$ cat config.mk
export PLATFORM = sky130hd
export DESIGN_NAME = ces_seq
export DESIGN_NICKNAME = d
export VERILOG_FILES = /design/src/design/ces_pkg.sv /design/src/design/ces_seq.sv
export SDC_FILE = /design/constraint.sdc
export NUM_CORES = 1
export LEC_CHECK = 0
export BUFFER_PORTS_ARGS = -buffer_cell sky130_fd_sc_hd__buf_2
export CORE_ASPECT_RATIO = 0.8
export CORE_MARGIN = 5
export CORE_UTILIZATION = 45
export DETAILED_ROUTE_END_ITERATION = 6
export GPL_ROUTABILITY_DRIVEN = 0
export GPL_TIMING_DRIVEN = 0
export PLACE_DENSITY = 0.7
export SYNTH_ARGS = -nofsm -noshare
export SYNTH_HDL_FRONTEND = slang
export SYNTH_SLANG_ARGS = --single-unit
$ cat constraint.sdc
create_clock -name CLK_I -period 3.4 [get_ports CLK_I]
set_input_delay 0.34 -clock CLK_I [delete_from_list [all_inputs] [get_ports CLK_I]]
set_output_delay 0.34 -clock CLK_I [all_outputs]
set_load 0.02 [all_outputs]
$ cat src/design/ces_pkg.sv
// Constants and carrier types for the CPU exception sequencer.
// Assumes a 24-bit byte address space and a 16-bit word memory bus.
package ces_pkg;
   // Register offsets on the plain register port
   localparam logic [7:0] OFS_MODE   = 8'h00;
   localparam logic [7:0] OFS_CCR    = 8'h01;
   localparam logic [7:0] OFS_EXR    = 8'h02;
   localparam logic [7:0] OFS_MSTPA  = 8'h03;
   localparam logic [7:0] OFS_MSTPB  = 8'h04;
   localparam logic [7:0] OFS_MSTPC  = 8'h05;
   localparam logic [7:0] OFS_STATUS = 8'h06;
   // Field positions
   localparam int CCR_I_POS  = 7;
   localparam int CCR_UI_POS = 6;
   localparam int EXR_T_POS  = 7;
   // Reset values
   localparam logic [7:0] CCR_RST   = 8'h80;
   localparam logic [7:0] EXR_RST   = 8'h07;
   localparam logic [7:0] MSTPA_RST = 8'h3F;
   localparam logic [7:0] MSTPB_RST = 8'hFF;
   localparam logic [7:0] MSTPC_RST = 8'hFF;
   // Control mode codes
   localparam logic [1:0] MODE_0 = 2'h0;
   localparam logic [1:0] MODE_2 = 2'h2;
   // Vector numbers and NMI level
   localparam logic [6:0] VEC_RESET  = 7'h00;
   localparam logic [6:0] VEC_TRACE  = 7'h05;
   localparam logic [6:0] VEC_DIRECT = 7'h06;
   localparam logic [6:0] VEC_NMI    = 7'h07;
   localparam logic [6:0] VEC_TRAP0  = 7'h08;
   localparam logic [2:0] NMI_LEVEL  = 3'h7;
   // Memory request carried to the bus
   typedef struct packed {
      logic        req;
      logic        we;
      logic [23:0] addr;
      logic [15:0] wdata;
   } ces_mem_t;
   // Interrupt request from the interrupt controller
   typedef struct packed {
      logic       nmi;
      logic       irq;
      logic [6:0] vec;
      logic [2:0] lvl;
   } ces_irq_t;
   // Sequencer states
   typedef enum logic [1:0] {ST_RUN, ST_PUSH, ST_VEC0, ST_VEC1} ces_state_t;
endpackage : ces_pkg

$ cat src/design/ces_seq.sv
// Exception sequencer: vector selection, stacking, vector fetch, flag update.
// Assumes instruction sequencer, interrupt controller and memory bus run on CLK_I;
// NRST_I is the chip init pin and acts as asynchronous reset.
`timescale 1ns/10ps
`default_nettype none
// Operation
// - Each source owns vector 0..127
// - Vector address uses lower 16 address bits
// - Reset beats every other source
// - Low init pin halts and holds reset
// - Watchdog overflow resets like the pin
// - Control mode 0 after reset
// - Reset clears trace, sets mask flags
// - Reset vector loads PC, fetch starts
// - All interrupts blocked until first instruction
// - Module stop registers load 3F, FF, FF
// - Trace only in control mode 2
// - Trace after every instruction, ignoring masks
// - Trace sets I, clears trace flag
// - No trace right after return instruction
// - Interrupts accepted inside trace handler
// - Eight mask levels except nonmaskable
// - Interrupt stacks PC, COND_CODE_REG, EXTENDED_CTRL_REG (mode 2 only); updates flags
// - Trap instruction handled like an interrupt
// - Trap number 0..3 selects vectors 8..11
// - Trap sets I; clears trace in mode 2
// - Word accesses force address bit zero
// - Order: reset, trace, direct, interrupt, trap
// - No interrupt after flag insns or reset
// - Mode codes 00 and 10 only
module ces_seq (
   input  wire logic             CLK_I,
   input  wire logic             NRST_I,
   input  wire logic             WDT_OVF_I,
   input  wire logic [7:0]       ADDR_I,
   input  wire logic [7:0]       WDATA_I,
   input  wire logic             WR_I,
   input  wire logic             RD_I,
   output logic      [7:0]       RDATA_O,
   input  wire logic             INSN_DONE_I,
   input  wire logic             INSN_RTE_I,
   input  wire logic             INSN_FLAG_I,
   input  wire logic             TRAP_I,
   input  wire logic [1:0]       TRAP_NUM_I,
   input  wire logic             DIRECT_I,
   input  wire ces_pkg::ces_irq_t IRQ_I,
   input  wire logic [23:0]      PC_I,
   input  wire logic [23:0]      SP_I,
   input  wire logic             CCR_WR_I,
   input  wire logic [7:0]       CCR_I,
   input  wire logic             EXR_WR_I,
   input  wire logic [7:0]       EXR_I,
   output ces_pkg::ces_mem_t     MEM_O,
   input  wire logic             MEM_ACK_I,
   input  wire logic [15:0]      MEM_RDATA_I,
   output logic                  PC_LOAD_O,
   output logic      [23:0]      PC_O,
   output logic                  SP_LOAD_O,
   output logic      [23:0]      SP_O,
   output logic                  BUSY_O,
   output logic                  INT_ACK_O,
   output logic      [7:0]       CCR_O,
   output logic      [7:0]       EXR_O,
   output logic      [1:0]       MODE_O,
   output logic      [7:0]       MSTPA_O,
   output logic      [7:0]       MSTPB_O,
   output logic      [7:0]       MSTPC_O
);
   import ces_pkg::*;

   // Vector table word address: low 16 bits only, four bytes per entry
   function automatic logic [23:0] vec_addr(input logic [6:0] vec, input logic second);
      vec_addr = {8'h00, 7'h00, vec, second, 1'b0};
   endfunction : vec_addr

   // Word access address with bit zero forced low
   function automatic logic [23:0] word_addr(input logic [23:0] a);
      word_addr = {a[23:1], 1'b0};
   endfunction : word_addr

   ces_state_t  state_reg, state_next;
   ces_mem_t    mem_reg, mem_next;
   logic [6:0]  vec_reg, vec_next;
   logic [1:0]  push_cnt_reg, push_cnt_next;
   logic [23:0] sp_reg, sp_next;
   logic [23:0] pc_reg, pc_next;
   logic [23:0] stk_pc_reg, stk_pc_next;
   logic [7:0]  stk_ccr_reg, stk_ccr_next;
   logic [7:0]  stk_exr_reg, stk_exr_next;
   logic [7:0]  hi_reg, hi_next;
   logic [7:0]  ccr_reg, ccr_next;
   logic [7:0]  exr_reg, exr_next;
   logic        blk_reg, blk_next;
   logic        trap_pend_reg, trap_pend_next;
   logic [1:0]  trap_num_reg, trap_num_next;
   logic        pc_ld_reg, pc_ld_next;
   logic        sp_ld_reg, sp_ld_next;
   logic        ack_reg, ack_next;
   logic [1:0]  mode_reg, mode_next;
   logic [7:0]  mstpa_reg, mstpa_next;
   logic [7:0]  mstpb_reg, mstpb_next;
   logic [7:0]  mstpc_reg, mstpc_next;
   logic [7:0]  rdata_reg, rdata_next;
   logic        mode2;
   logic        trace_ok;
   logic        irq_ok;
   logic        decide;

   assign mode2 = (mode_reg == MODE_2);
   // Trace needs mode 2 and never follows a return instruction
   assign trace_ok = mode2 && exr_reg[EXR_T_POS] && !INSN_RTE_I;
   // Masks checked against COND_CODE_REG I in mode 0, against the level mask in mode 2;
   // blocked after reset and after flag instructions
   assign irq_ok = !blk_reg && !INSN_FLAG_I && (IRQ_I.nmi || (IRQ_I.irq &&
                   (mode2 ? (IRQ_I.lvl > exr_reg[2:0]) : !ccr_reg[CCR_I_POS])));
   assign decide = (state_reg == ST_RUN) && (INSN_DONE_I || trap_pend_reg);

   // Sequencer next state
   always_comb begin
      state_next     = state_reg;
      mem_next       = mem_reg;
      vec_next       = vec_reg;
      push_cnt_next  = push_cnt_reg;
      sp_next        = sp_reg;
      pc_next        = pc_reg;
      stk_pc_next    = stk_pc_reg;
      stk_ccr_next   = stk_ccr_reg;
      stk_exr_next   = stk_exr_reg;
      hi_next        = hi_reg;
      ccr_next       = ccr_reg;
      exr_next       = exr_reg;
      blk_next       = blk_reg;
      trap_pend_next = trap_pend_reg;
      trap_num_next  = trap_num_reg;
      pc_ld_next     = 1'b0;
      sp_ld_next     = 1'b0;
      ack_next       = 1'b0;
      // Flag writes from the instruction sequencer, e.g. on return
      if (CCR_WR_I) begin
         ccr_next = CCR_I;
      end
      if (EXR_WR_I) begin
         exr_next = EXR_I;
      end
      // A trap request is remembered until a decision point takes it
      if (INSN_DONE_I && TRAP_I) begin
         trap_pend_next = 1'b1;
         trap_num_next  = TRAP_NUM_I;
      end
      if (decide) begin
         stk_pc_next  = PC_I;
         stk_ccr_next = ccr_reg;
         stk_exr_next = exr_reg;
         sp_next      = SP_I;
         state_next   = ST_PUSH;
         push_cnt_next = 2'h0;
         if (INSN_DONE_I) begin
            blk_next = 1'b0;
         end
         // Fixed order of service among simultaneous sources
         if (INSN_DONE_I && trace_ok) begin
            vec_next = VEC_TRACE;
            ccr_next[CCR_I_POS] = 1'b1;
            exr_next[EXR_T_POS] = 1'b0;
         end else if (INSN_DONE_I && DIRECT_I) begin
            vec_next = VEC_DIRECT;
            ccr_next[CCR_I_POS] = 1'b1;
            exr_next[EXR_T_POS] = 1'b0;
         end else if (INSN_DONE_I && irq_ok) begin
            vec_next = IRQ_I.nmi ? VEC_NMI : IRQ_I.vec;
            ack_next = 1'b1;
            exr_next[EXR_T_POS] = 1'b0;
            if (mode2) begin
               exr_next[2:0] = IRQ_I.nmi ? NMI_LEVEL : IRQ_I.lvl;
            end else begin
               ccr_next[CCR_I_POS] = 1'b1;
            end
         end else if (trap_pend_reg || (INSN_DONE_I && TRAP_I)) begin
            // A new trap arriving while an older one is served stays pending
            trap_pend_next = trap_pend_reg && INSN_DONE_I && TRAP_I;
            vec_next = VEC_TRAP0 + {5'h00, (trap_pend_reg ? trap_num_reg : TRAP_NUM_I)};
            ccr_next[CCR_I_POS] = 1'b1;
            if (mode2) begin
               exr_next[EXR_T_POS] = 1'b0;
            end
         end else begin
            state_next = ST_RUN;
         end
      end
      case (state_reg)
         ST_RUN: begin
         end
         // Stacking: PC low, then COND_CODE_REG with PC high, then EXTENDED_CTRL_REG in mode 2
         ST_PUSH: begin
            if (!mem_reg.req) begin
               mem_next.req  = 1'b1;
               mem_next.we   = 1'b1;
               mem_next.addr = word_addr(sp_reg - 24'h000002);
               case (push_cnt_reg)
                  2'h0:    mem_next.wdata = stk_pc_reg[15:0];
                  2'h1:    mem_next.wdata = {stk_ccr_reg, stk_pc_reg[23:16]};
                  default: mem_next.wdata = {stk_exr_reg, 8'h00};
               endcase
            end else if (MEM_ACK_I) begin
               mem_next.req  = 1'b0;
               sp_next       = sp_reg - 24'h000002;
               push_cnt_next = push_cnt_reg + 2'h1;
               if (push_cnt_reg == 2'h2 || (push_cnt_reg == 2'h1 && !mode2)) begin
                  sp_ld_next = 1'b1;
                  state_next = ST_VEC0;
               end
            end
         end
         // Vector fetch: upper word then lower word of the start address
         ST_VEC0, ST_VEC1: begin
            if (!mem_reg.req) begin
               mem_next.req  = 1'b1;
               mem_next.we   = 1'b0;
               mem_next.addr = vec_addr(vec_reg, state_reg == ST_VEC1);
               mem_next.wdata = 16'h0000;
            end else if (MEM_ACK_I) begin
               mem_next.req = 1'b0;
               if (state_reg == ST_VEC0) begin
                  hi_next    = MEM_RDATA_I[7:0];
                  state_next = ST_VEC1;
               end else begin
                  pc_next    = {hi_reg, MEM_RDATA_I};
                  pc_ld_next = 1'b1;
                  state_next = ST_RUN;
               end
            end
         end
         default: state_next = ST_RUN;
      endcase
      // Watchdog overflow repeats the pin reset, overriding everything else
      if (WDT_OVF_I) begin
         state_next     = ST_VEC0;
         mem_next       = '0;
         vec_next       = VEC_RESET;
         ccr_next       = CCR_RST;
         exr_next       = EXR_RST;
         blk_next       = 1'b1;
         trap_pend_next = 1'b0;
         pc_ld_next     = 1'b0;
         sp_ld_next     = 1'b0;
         ack_next       = 1'b0;
      end
   end

   // Sequencer registers; a low init pin holds all of them in reset
   always_ff @(posedge CLK_I or negedge NRST_I) begin
      if (!NRST_I) begin
         state_reg     <= ST_VEC0;
         mem_reg       <= '0;
         vec_reg       <= VEC_RESET;
         push_cnt_reg  <= 2'h0;
         sp_reg        <= 24'h000000;
         pc_reg        <= 24'h000000;
         stk_pc_reg    <= 24'h000000;
         stk_ccr_reg   <= 8'h00;
         stk_exr_reg   <= 8'h00;
         hi_reg        <= 8'h00;
         ccr_reg       <= CCR_RST;
         exr_reg       <= EXR_RST;
         blk_reg       <= 1'b1;
         trap_pend_reg <= 1'b0;
         trap_num_reg  <= 2'h0;
         pc_ld_reg     <= 1'b0;
         sp_ld_reg     <= 1'b0;
         ack_reg       <= 1'b0;
      end else begin
         state_reg     <= state_next;
         mem_reg       <= mem_next;
         vec_reg       <= vec_next;
         push_cnt_reg  <= push_cnt_next;
         sp_reg        <= sp_next;
         pc_reg        <= pc_next;
         stk_pc_reg    <= stk_pc_next;
         stk_ccr_reg   <= stk_ccr_next;
         stk_exr_reg   <= stk_exr_next;
         hi_reg        <= hi_next;
         ccr_reg       <= ccr_next;
         exr_reg       <= exr_next;
         blk_reg       <= blk_next;
         trap_pend_reg <= trap_pend_next;
         trap_num_reg  <= trap_num_next;
         pc_ld_reg     <= pc_ld_next;
         sp_ld_reg     <= sp_ld_next;
         ack_reg       <= ack_next;
      end
   end

   // Register port next values; prohibited mode codes are ignored
   always_comb begin
      mode_next  = mode_reg;
      mstpa_next = mstpa_reg;
      mstpb_next = mstpb_reg;
      mstpc_next = mstpc_reg;
      rdata_next = 8'h00;
      if (WR_I) begin
         case (ADDR_I)
            OFS_MODE: begin
               if (WDATA_I[1:0] == MODE_0 || WDATA_I[1:0] == MODE_2) begin
                  mode_next = WDATA_I[1:0];
               end
            end
            OFS_MSTPA: mstpa_next = WDATA_I;
            OFS_MSTPB: mstpb_next = WDATA_I;
            OFS_MSTPC: mstpc_next = WDATA_I;
            default: begin
            end
         endcase
      end
      if (RD_I) begin
         case (ADDR_I)
            OFS_MODE:   rdata_next = {6'h00, mode_reg};
            OFS_CCR:    rdata_next = ccr_reg;
            OFS_EXR:    rdata_next = exr_reg;
            OFS_MSTPA:  rdata_next = mstpa_reg;
            OFS_MSTPB:  rdata_next = mstpb_reg;
            OFS_MSTPC:  rdata_next = mstpc_reg;
            OFS_STATUS: rdata_next = {blk_reg, vec_reg};
            default:    rdata_next = 8'h00;
         endcase
      end
      // Watchdog reset restores mode and module stop state as the pin does
      if (WDT_OVF_I) begin
         mode_next  = MODE_0;
         mstpa_next = MSTPA_RST;
         mstpb_next = MSTPB_RST;
         mstpc_next = MSTPC_RST;
      end
   end

   // Register port flops
   always_ff @(posedge CLK_I or negedge NRST_I) begin
      if (!NRST_I) begin
         mode_reg  <= MODE_0;
         mstpa_reg <= MSTPA_RST;
         mstpb_reg <= MSTPB_RST;
         mstpc_reg <= MSTPC_RST;
         rdata_reg <= 8'h00;
      end else begin
         mode_reg  <= mode_next;
         mstpa_reg <= mstpa_next;
         mstpb_reg <= mstpb_next;
         mstpc_reg <= mstpc_next;
         rdata_reg <= rdata_next;
      end
   end

   // Outputs, all from flops except the busy level
   assign RDATA_O   = rdata_reg;
   assign MEM_O     = mem_reg;
   assign PC_LOAD_O = pc_ld_reg;
   assign PC_O      = pc_reg;
   assign SP_LOAD_O = sp_ld_reg;
   assign SP_O      = sp_reg;
   assign BUSY_O    = (state_reg != ST_RUN);
   assign INT_ACK_O = ack_reg;
   assign CCR_O     = ccr_reg;
   assign EXR_O     = exr_reg;
   assign MODE_O    = mode_reg;
   assign MSTPA_O   = mstpa_reg;
   assign MSTPB_O   = mstpb_reg;
   assign MSTPC_O   = mstpc_reg;

endmodule : ces_seq
`default_nettype wire

==> metrics.txt, run 1 <==
CP startpoint state_reg[0]; Util after Layout 58.3%; ys async rst share 100%; detailed-placement wirelength estimate 22.3 mm; clk_skew 20.7 ps; Layout area overhead 26.6%; # port buffers 260; I/O pin count 267; largest net degree at the start of global routing 104; first-pass GRT wire length 48.1 mm; Mapped Area 9590 um^2; PwrDens 653 nW/um^2; antenna violations before repair 4; most frequent cells in the layout buf_2 (261), nand2_1 (247), dfrtp_1 (177); layout cell share with drive strength beyond 1 30.5%; prevailing post-synth register cell dfrtp_1; RR Endpoint EXR_O[2]; Fmax achieved 314 MHz; Sw Pwr 2.58 mW; core area 20800 um^2; clock power share 34.0%; wirelength, routed 30.4 mm; clock-pin slew on the worst setup and hold paths 60 ps; total gr overflow 0; Remaining DRCs 0; Post-synth EDFFs 0; Worst-Margin Slew 994 ps; Num CTS Buffers 23; Worst setup EP type register; Final Cell Area 12100 um^2; RSZ-0062 raised after global routing false; Yosys warning total 0; Max VDD drop 0.380 mV; post-synth cell types 63; Die X 173 um; Worst-Skew Late Latency 510 ps; FF+latch area 5160 um^2; std cell rows 47; Synth Register Bits 205; max reg flops 41; die footprint 24400 um^2; dpl ws 293 ps; routed len/inst 19.5 um; Sw Ratio 32.6%; Fillers 1869; DP Area 11300 um^2; crit start category register; logic gate share of total power 23.3%; overall power 7.94 mW; Slew Limit Fails 0; CP Class reg -> reg; leak pwr 5.84 nW; Post-CTS Setup Bufs 0; htree depth 1; synthesized area per cell 9.80 um^2; Internal 5.35 mW; outcome finished clean; worst-case clock buffer depth 3; footprint of the multi-input gates 4130 um^2; clk sink count 205; WP data required 3820 ps; CTS tree yes; flop2flop setup slack 210 ps; Initial DRC Count 774; Total Routing Usage GR 24.3%; crit-path max FO 8; Tcrit/Tclk final 93.7%; post-route ant nets 0; root buf cell clkbuf_16; DR vias 8565; vias per inst 5.50; reg2reg start state_reg[0]; Starting Density 46.1%; placed insts 1509; die height 141 um; sequential share of the synthesized area 53.8%; Setup-failing EPs final 0; cells after synthesis 979; Max-Cap Viols 0; post-synth net total 1109; post_cts resized 0; CP arrival 3610 ps; Hold Fails Final Rpt 0; Min-Delay Path Class in -> reg; Post-Layout Cell Count 1558; Hold WS 20.0 ps; CP endpoint EXR_O[2]; first drt pass iteration count 5; nets 1400; CTS Hold Bufs 5; vias in the first global route 8477; Slew headroom 33.1%; Sequential Power Share 42.7%; post-layout min period 3190 ps; setup ws final 213 ps; R2R depth 7; leading cell type in the layout, fill and taps excluded buf_2; TNS Setup 0 ps
[cell type report]
cell class,instances,area share [%]
tap,269,2.77
inverter,16,0.494
clock buffer,33,5.54
antenna,2,0.0412
sequential,205,42.5
buffer,62,1.97
multi-input combinational,696,34.0
clock inverter,9,1.25
timing repair buffer,266,11.4
[power groups by stage]
stage          logic [mW]  clock network [mW]  registers (mW)
6_report             1.85                2.70            3.39
5_1_grt              2.02                2.84            3.47
4_1_cts              1.86                2.74            3.38
3_5_place_dp         1.84                   0            3.42
3_3_place_gp         1.81                   0            3.39
2_1_floorplan       0.810                   0            3.68
[worst max-delay path: stages, from the launching register on]
cell and delay, ps:
dfrtp_1 440, nor2_1 430, o21a_1 190, clkbuf_1 450, nand2_1 280, nor4_1 910
nor3b_1 290, o21bai_1 120
[how the worst min path moves through the flow]
| stage | startpoint | to | slack (ps) | depth (start not counted) |
|---|---|---|---|---|
| after floorplan | NRST_I | CCR_O[0] | 40 | 0 |
| after global placement | MEM_O[40] | MEM_O[40] | 460 | 2 |
| after detailed placement | NRST_I | MEM_O[30] | 440 | 1 |
| after CTS | SP_I[0] | SP_O[0] | 1 | 3 |
| after global routing | PC_I[19] | stk_pc_reg[19] | 6 | 3 |
| final | SP_I[0] | SP_O[0] | 20 | 3 |
[synthesized netlist by cell type (all sizes together), types with 6 or more instances]
cell type | n | area share (%)
nand2 | 247 | 9.7
dfrtp | 177 | 46
nor2 | 59 | 2.3
o21ai | 57 | 3.0
clkbuf | 56 | 2.2
mux2 | 47 | 5.5
a21oi | 42 | 2.2
dfstp | 28 | 7.7
nand3b | 22 | 1.7
a22o | 21 | 1.9
nand3 | 17 | 0.89
inv | 16 | 0.63
mux2i | 15 | 1.6
nor3 | 12 | 0.80
a22oi | 11 | 0.86
o22ai | 11 | 0.72
xnor2 | 11 | 1.0
or3 | 9 | 0.69
or4 | 9 | 0.90
a211oi | 8 | 0.63
xor2 | 8 | 0.73
a311oi | 7 | 0.64
ha | 7 | 0.91
a31oi | 6 | 0.39
buf | 6 | 0.30
nand2b | 6 | 0.39
[routing by layer]
metal  global-route usage (%)  vias to the layer above  wire [um]
li1                         -                     4004          -
met1                     36.2                     4149      14200
met2                     36.8                      364      13300
met3                     5.57                       44       2370
met4                     4.95                        4        606
met5                        0                        -         25
[cell families (layout without fill, tap and decap cells)]
logic type	after synthesis	count (layout)	share of synthesized area [%]
simple gates	412	412	19.8
flops	205	205	53.8
compound gates	193	193	13.0
buf+inv	78	386	3.12
mux	64	64	7.55
xor+xnor	19	19	1.73
fa+ha+maj	7	7	0.913
other cells	1	3	0.0391
Power figures use the tool's default switching activity.
==> run 2, diff against run 1 <==
==> constraint.sdc (replaced) <==
create_clock -name CLK_I -period 3.4 [get_ports CLK_I]
set_input_delay 1.02 -clock CLK_I [delete_from_list [all_inputs] [get_ports CLK_I]]
set_output_delay 1.02 -clock CLK_I [all_outputs]
set_load 0.02 [all_outputs]
==> metrics.txt, run 2 (synthesized netlist as in run 1, its figures left out) <==
outcome finished clean; # port buffers 260; post_cts resized 0; leading cell type in the layout, fill and taps excluded buf_2; nets 1395; die height 141 um; Die X 173 um; placed insts 1509; CTS Hold Bufs 0; Worst setup EP type register; layout cell share with drive strength beyond 1 30.7%; Tcrit/Tclk final 93.1%; Fmax achieved 316 MHz; root buf cell clkbuf_16; antenna violations before repair 4; CP Class reg -> reg; Max VDD drop 0.380 mV; Hold Fails Final Rpt 0; crit-path max FO 8; Post-CTS Setup Bufs 0; CP arrival 3590 ps; Starting Density 46.1%; Worst-Skew Late Latency 510 ps; Num CTS Buffers 23; total gr overflow 0; Post-Layout Cell Count 1553; Worst-Margin Slew 971 ps; vias per inst 5.50; CP max-delay cell nor4_1; Max-Cap Viols 0; footprint of the multi-input gates 4130 um^2; RSZ-0062 raised after global routing false; vias in the first global route 8461; WP buf/inv 1; most frequent cells in the layout buf_2 (261), nand2_1 (247), dfrtp_1 (177); clk_skew 22.2 ps; Total Routing Usage GR 24.3%; Fillers 1873; detailed-placement wirelength estimate 22.3 mm; TNS Setup 0 ps; I/O pin count 267; leak pwr 5.82 nW; std cell rows 47; post-layout min period 3170 ps; die footprint 24400 um^2; clk sink count 205; Layout area overhead 26.1%; crit-path cells nor2_1 > o21a_1 > clkbuf_1 > nand2_1 > nor4_1 > nor3b_1 > o21bai_1; routed len/inst 19.6 um; Top delay family on crit path simple AND/OR/NAND/NOR gates; Slew Limit Fails 0; DR vias 8534; PwrDens 655 nW/um^2; post-route ant nets 0; Min-Delay Path Class reg -> reg; FF+latch area 5160 um^2; Initial DRC Count 696; Setup-failing EPs final 0; htree depth 1; core area 20800 um^2; slowest stage delay, CP 870 ps; wirelength, routed 30.4 mm; max reg flops 41; Remaining DRCs 0; crit start category register; first drt pass iteration count 5; first-pass GRT wire length 48.0 mm; Slew headroom 34.8%; largest net degree at the start of global routing 104; WP data required 3820 ps; clock-pin slew on the worst setup and hold paths 60 ps; CTS tree yes; Hold WS 469 ps; worst-case clock buffer depth 3
[run 2: cell count changes in the layout (fill, tap and decap cells not counted)]
cell	change
dlygate4sd3_1	-5
[run 2: final timing paths]
kind | start | slack, ps | endpoint | cells past startpoint
min in group asynchronous | NRST_I | 520 | MEM_O[30] | 1
hold reg to reg | MEM_O[40] | 470 | MEM_O[40] | 2
setup reg to reg | state_reg[0] | 230 | EXR_O[2] | 7
max in group asynchronous | NRST_I | 1870 | MSTPC_O[7] | 2
setup / recovery | state_reg[0] | 230 | EXR_O[2] | 7
hold / removal | MEM_O[40] | 470 | MEM_O[40] | 2
[run 2: worst register-to-register path, cell delays in order (launching register included)]
cell and delay (ps):
dfrtp_1 440, nor2_1 430, o21a_1 190, clkbuf_1 460, nand2_1 280, nor4_1 870, nor3b_1 280, o21bai_1 120
[run 2: through the flow]
| step | util [%] | instance area (um^2) | setup WS (ps) | power [mW] |
|---|---|---|---|---|
| after floorplan | - | 9590 | 610 | 4.49 |
| after global placement | 53.9 | 11200 | -2210 | 5.20 |
| after detailed placement | 54.1 | 11300 | -63.6 | 5.26 |
| after CTS | 58.1 | 12100 | 250 | 7.97 |
| after global routing | 58.1 | 12100 | 19.8 | 8.32 |
| final | 58.1 | 12100 | 234 | 7.93 |
[run 2: area by class of cell]
cell class	count	share of cell area, %
repair buffers	261	11.1
well taps	269	2.78
flip-flops and latches	205	42.7
multi-input cells	696	34.1
diodes	2	0.0414
clock buffers	33	5.56
inverters	16	0.496
plain buffers	62	1.98
clock inverters	9	1.25
[run 2: routing by layer]
layer / share of wire, % / routed length, um / track usage (%)
met3: 7.8 / 2370 / 5.57
met1: 47 / 14200 / 36.1
met2: 44 / 13300 / 36.9
met4: 2.0 / 603 / 4.95
met5: 0.082 / 25 / 0
[run 2: power by group]
part,internal (mW),leakage [nW],switching [mW],total (mW)
logic,0.724,2.83,1.12,1.85
registers,2.95,2.59,0.446,3.39
clock network,1.68,0.406,1.01,2.69
==> run 3, diff against run 2 <==
REMOVE_ABC_BUFFERS = 1   (was unset)
==> metrics.txt, run 3 (synthesized netlist as in run 1, its figures left out) <==
Tcrit/Tclk final 91.1%; clk sink count 205; root buf cell clkbuf_16; Initial DRC Count 745; largest net degree at the start of global routing 106; clock-pin slew on the worst setup and hold paths 60 ps; vias per inst 5.47; nets 1343; post-route ant nets 0; antenna violations before repair 2; Slew Limit Fails 0; Slew headroom 23.9%; leading cell type in the layout, fill and taps excluded buf_2; Remaining DRCs 0; leak pwr 5.86 nW; first drt pass iteration count 5; std cell rows 47; I/O pin count 267; most frequent cells in the layout buf_2 (264), nand2_1 (246), dfrtp_1 (177); Total Routing Usage GR 22.3%; Min-Delay Path Class reg -> reg; Post-CTS Setup Bufs 0; total gr overflow 0; Worst setup EP type register; first-pass GRT wire length 44.5 mm; post-layout min period 3100 ps; Num CTS Buffers 23; Die X 173 um; CTS tree yes; RSZ-0062 raised after global routing false; worst-case clock buffer depth 3; WP data required 3730 ps; Max-Cap Viols 0; crit-path max FO 11; Max VDD drop 0.419 mV; detailed-placement wirelength estimate 19.9 mm; Worst-Skew Late Latency 500 ps; htree depth 1; layout cell share with drive strength beyond 1 33.2%; die height 141 um; wirelength, routed 28.0 mm; DR vias 8197; Hold Fails Final Rpt 0; PwrDens 670 nW/um^2; overall power 8.14 mW; Top delay family on crit path simple AND/OR/NAND/NOR gates; max reg flops 41; placed insts 1457; TNS Setup 0 ps; Layout area overhead 26.5%; slowest stage delay, CP 890 ps; outcome finished clean; WP buf/inv 1; CP max-delay cell nor3_1; CP arrival 3430 ps; Fmax achieved 323 MHz; # port buffers 265; Worst-Margin Slew 1130 ps; Starting Density 46.1%; die footprint 24400 um^2; Post-Layout Cell Count 1499; Setup-failing EPs final 0; CP Class in -> reg; crit start category input port; routed len/inst 18.7 um; clk_skew 8.52 ps; vias in the first global route 8044; core area 20800 um^2; crit-path cells buf_2 > or4_1 > nor3_1 > nand4_1 > nand2_1 > a21oi_1
[run 3: changes by cell type in the layout (fill, tap and decap cells not counted), moves of 2 or more]
cell / change
clkbuf_1: -59
bufinv_16: +5
clkinvlp_4: +2
clkbuf_8: -4
buf_2: +3
buf_16: +4
buf_1: -3
[run 3: per-stage QoR]
step | cell area (um^2) | hold slack (ps) | util, % | setup slack (ps)
global placement | 11000 | 453 | 52.9 | -4680
global route | 12100 | 496 | 58.3 | 104
floorplan | 9350 | 446 | - | -1580
finish | 12100 | 473 | 58.3 | 302
detailed placement | 11200 | 464 | 53.8 | -542
CTS | 12100 | 479 | 58.3 | 238
[run 3: cell type report]
type	count	area, um^2
antenna	1	2.50
clock buffer	26	607
clock inverter	15	308
fill	1859	8680
inverter	16	60.1
multi-input combinational	696	4170
sequential	205	5160
tap	269	337
timing repair buffer	271	1490
[run 3: report_power, final]
group / internal, mW / switching (mW) / total, mW
clock network: 1.96 / 1.01 / 2.98
logic: 0.724 / 1.05 / 1.77
registers: 2.94 / 0.446 / 3.39
[run 3: timing repair]
action / 4_1_cts / 5_1_grt
gates resized for setup: 2 / 1
endpoints found under the setup margin: 4 / 3
pin swaps: 0 / 0
hold endpoints to repair: 0 / 0
hold buffers: 0 / 0
[run 3: worst paths after layout]
check | depth (start not counted) | to | slack, ps | from
setup / recovery | 6 | MSTPA_O[6] | 300 | ADDR_I[5]
hold / removal | 2 | MEM_O[33] | 470 | MEM_O[33]
setup reg to reg | 7 | MEM_O[31] | 470 | SP_O[1]
hold reg to reg | 2 | MEM_O[33] | 470 | MEM_O[33]
max in group asynchronous | 2 | EXR_O[2] | 1850 | NRST_I
min in group asynchronous | 1 | PC_O[12] | 570 | NRST_I
[run 3: tightest hold or removal path: stages (launching register included)]
cell	delay (ps)
dfrtp_1	340
nand2_1	40
o21ai_0	60
[run 3: routing by layer]
metal | vias to the layer above | GRT usage, % | wire [um]
li1 | 3887 | - | -
met1 | 3974 | 31.8 | 12600
met2 | 289 | 35.0 | 12800
met3 | 45 | 5.19 | 2050
met4 | 2 | 5.42 | 592
met5 | - | 0 | 13
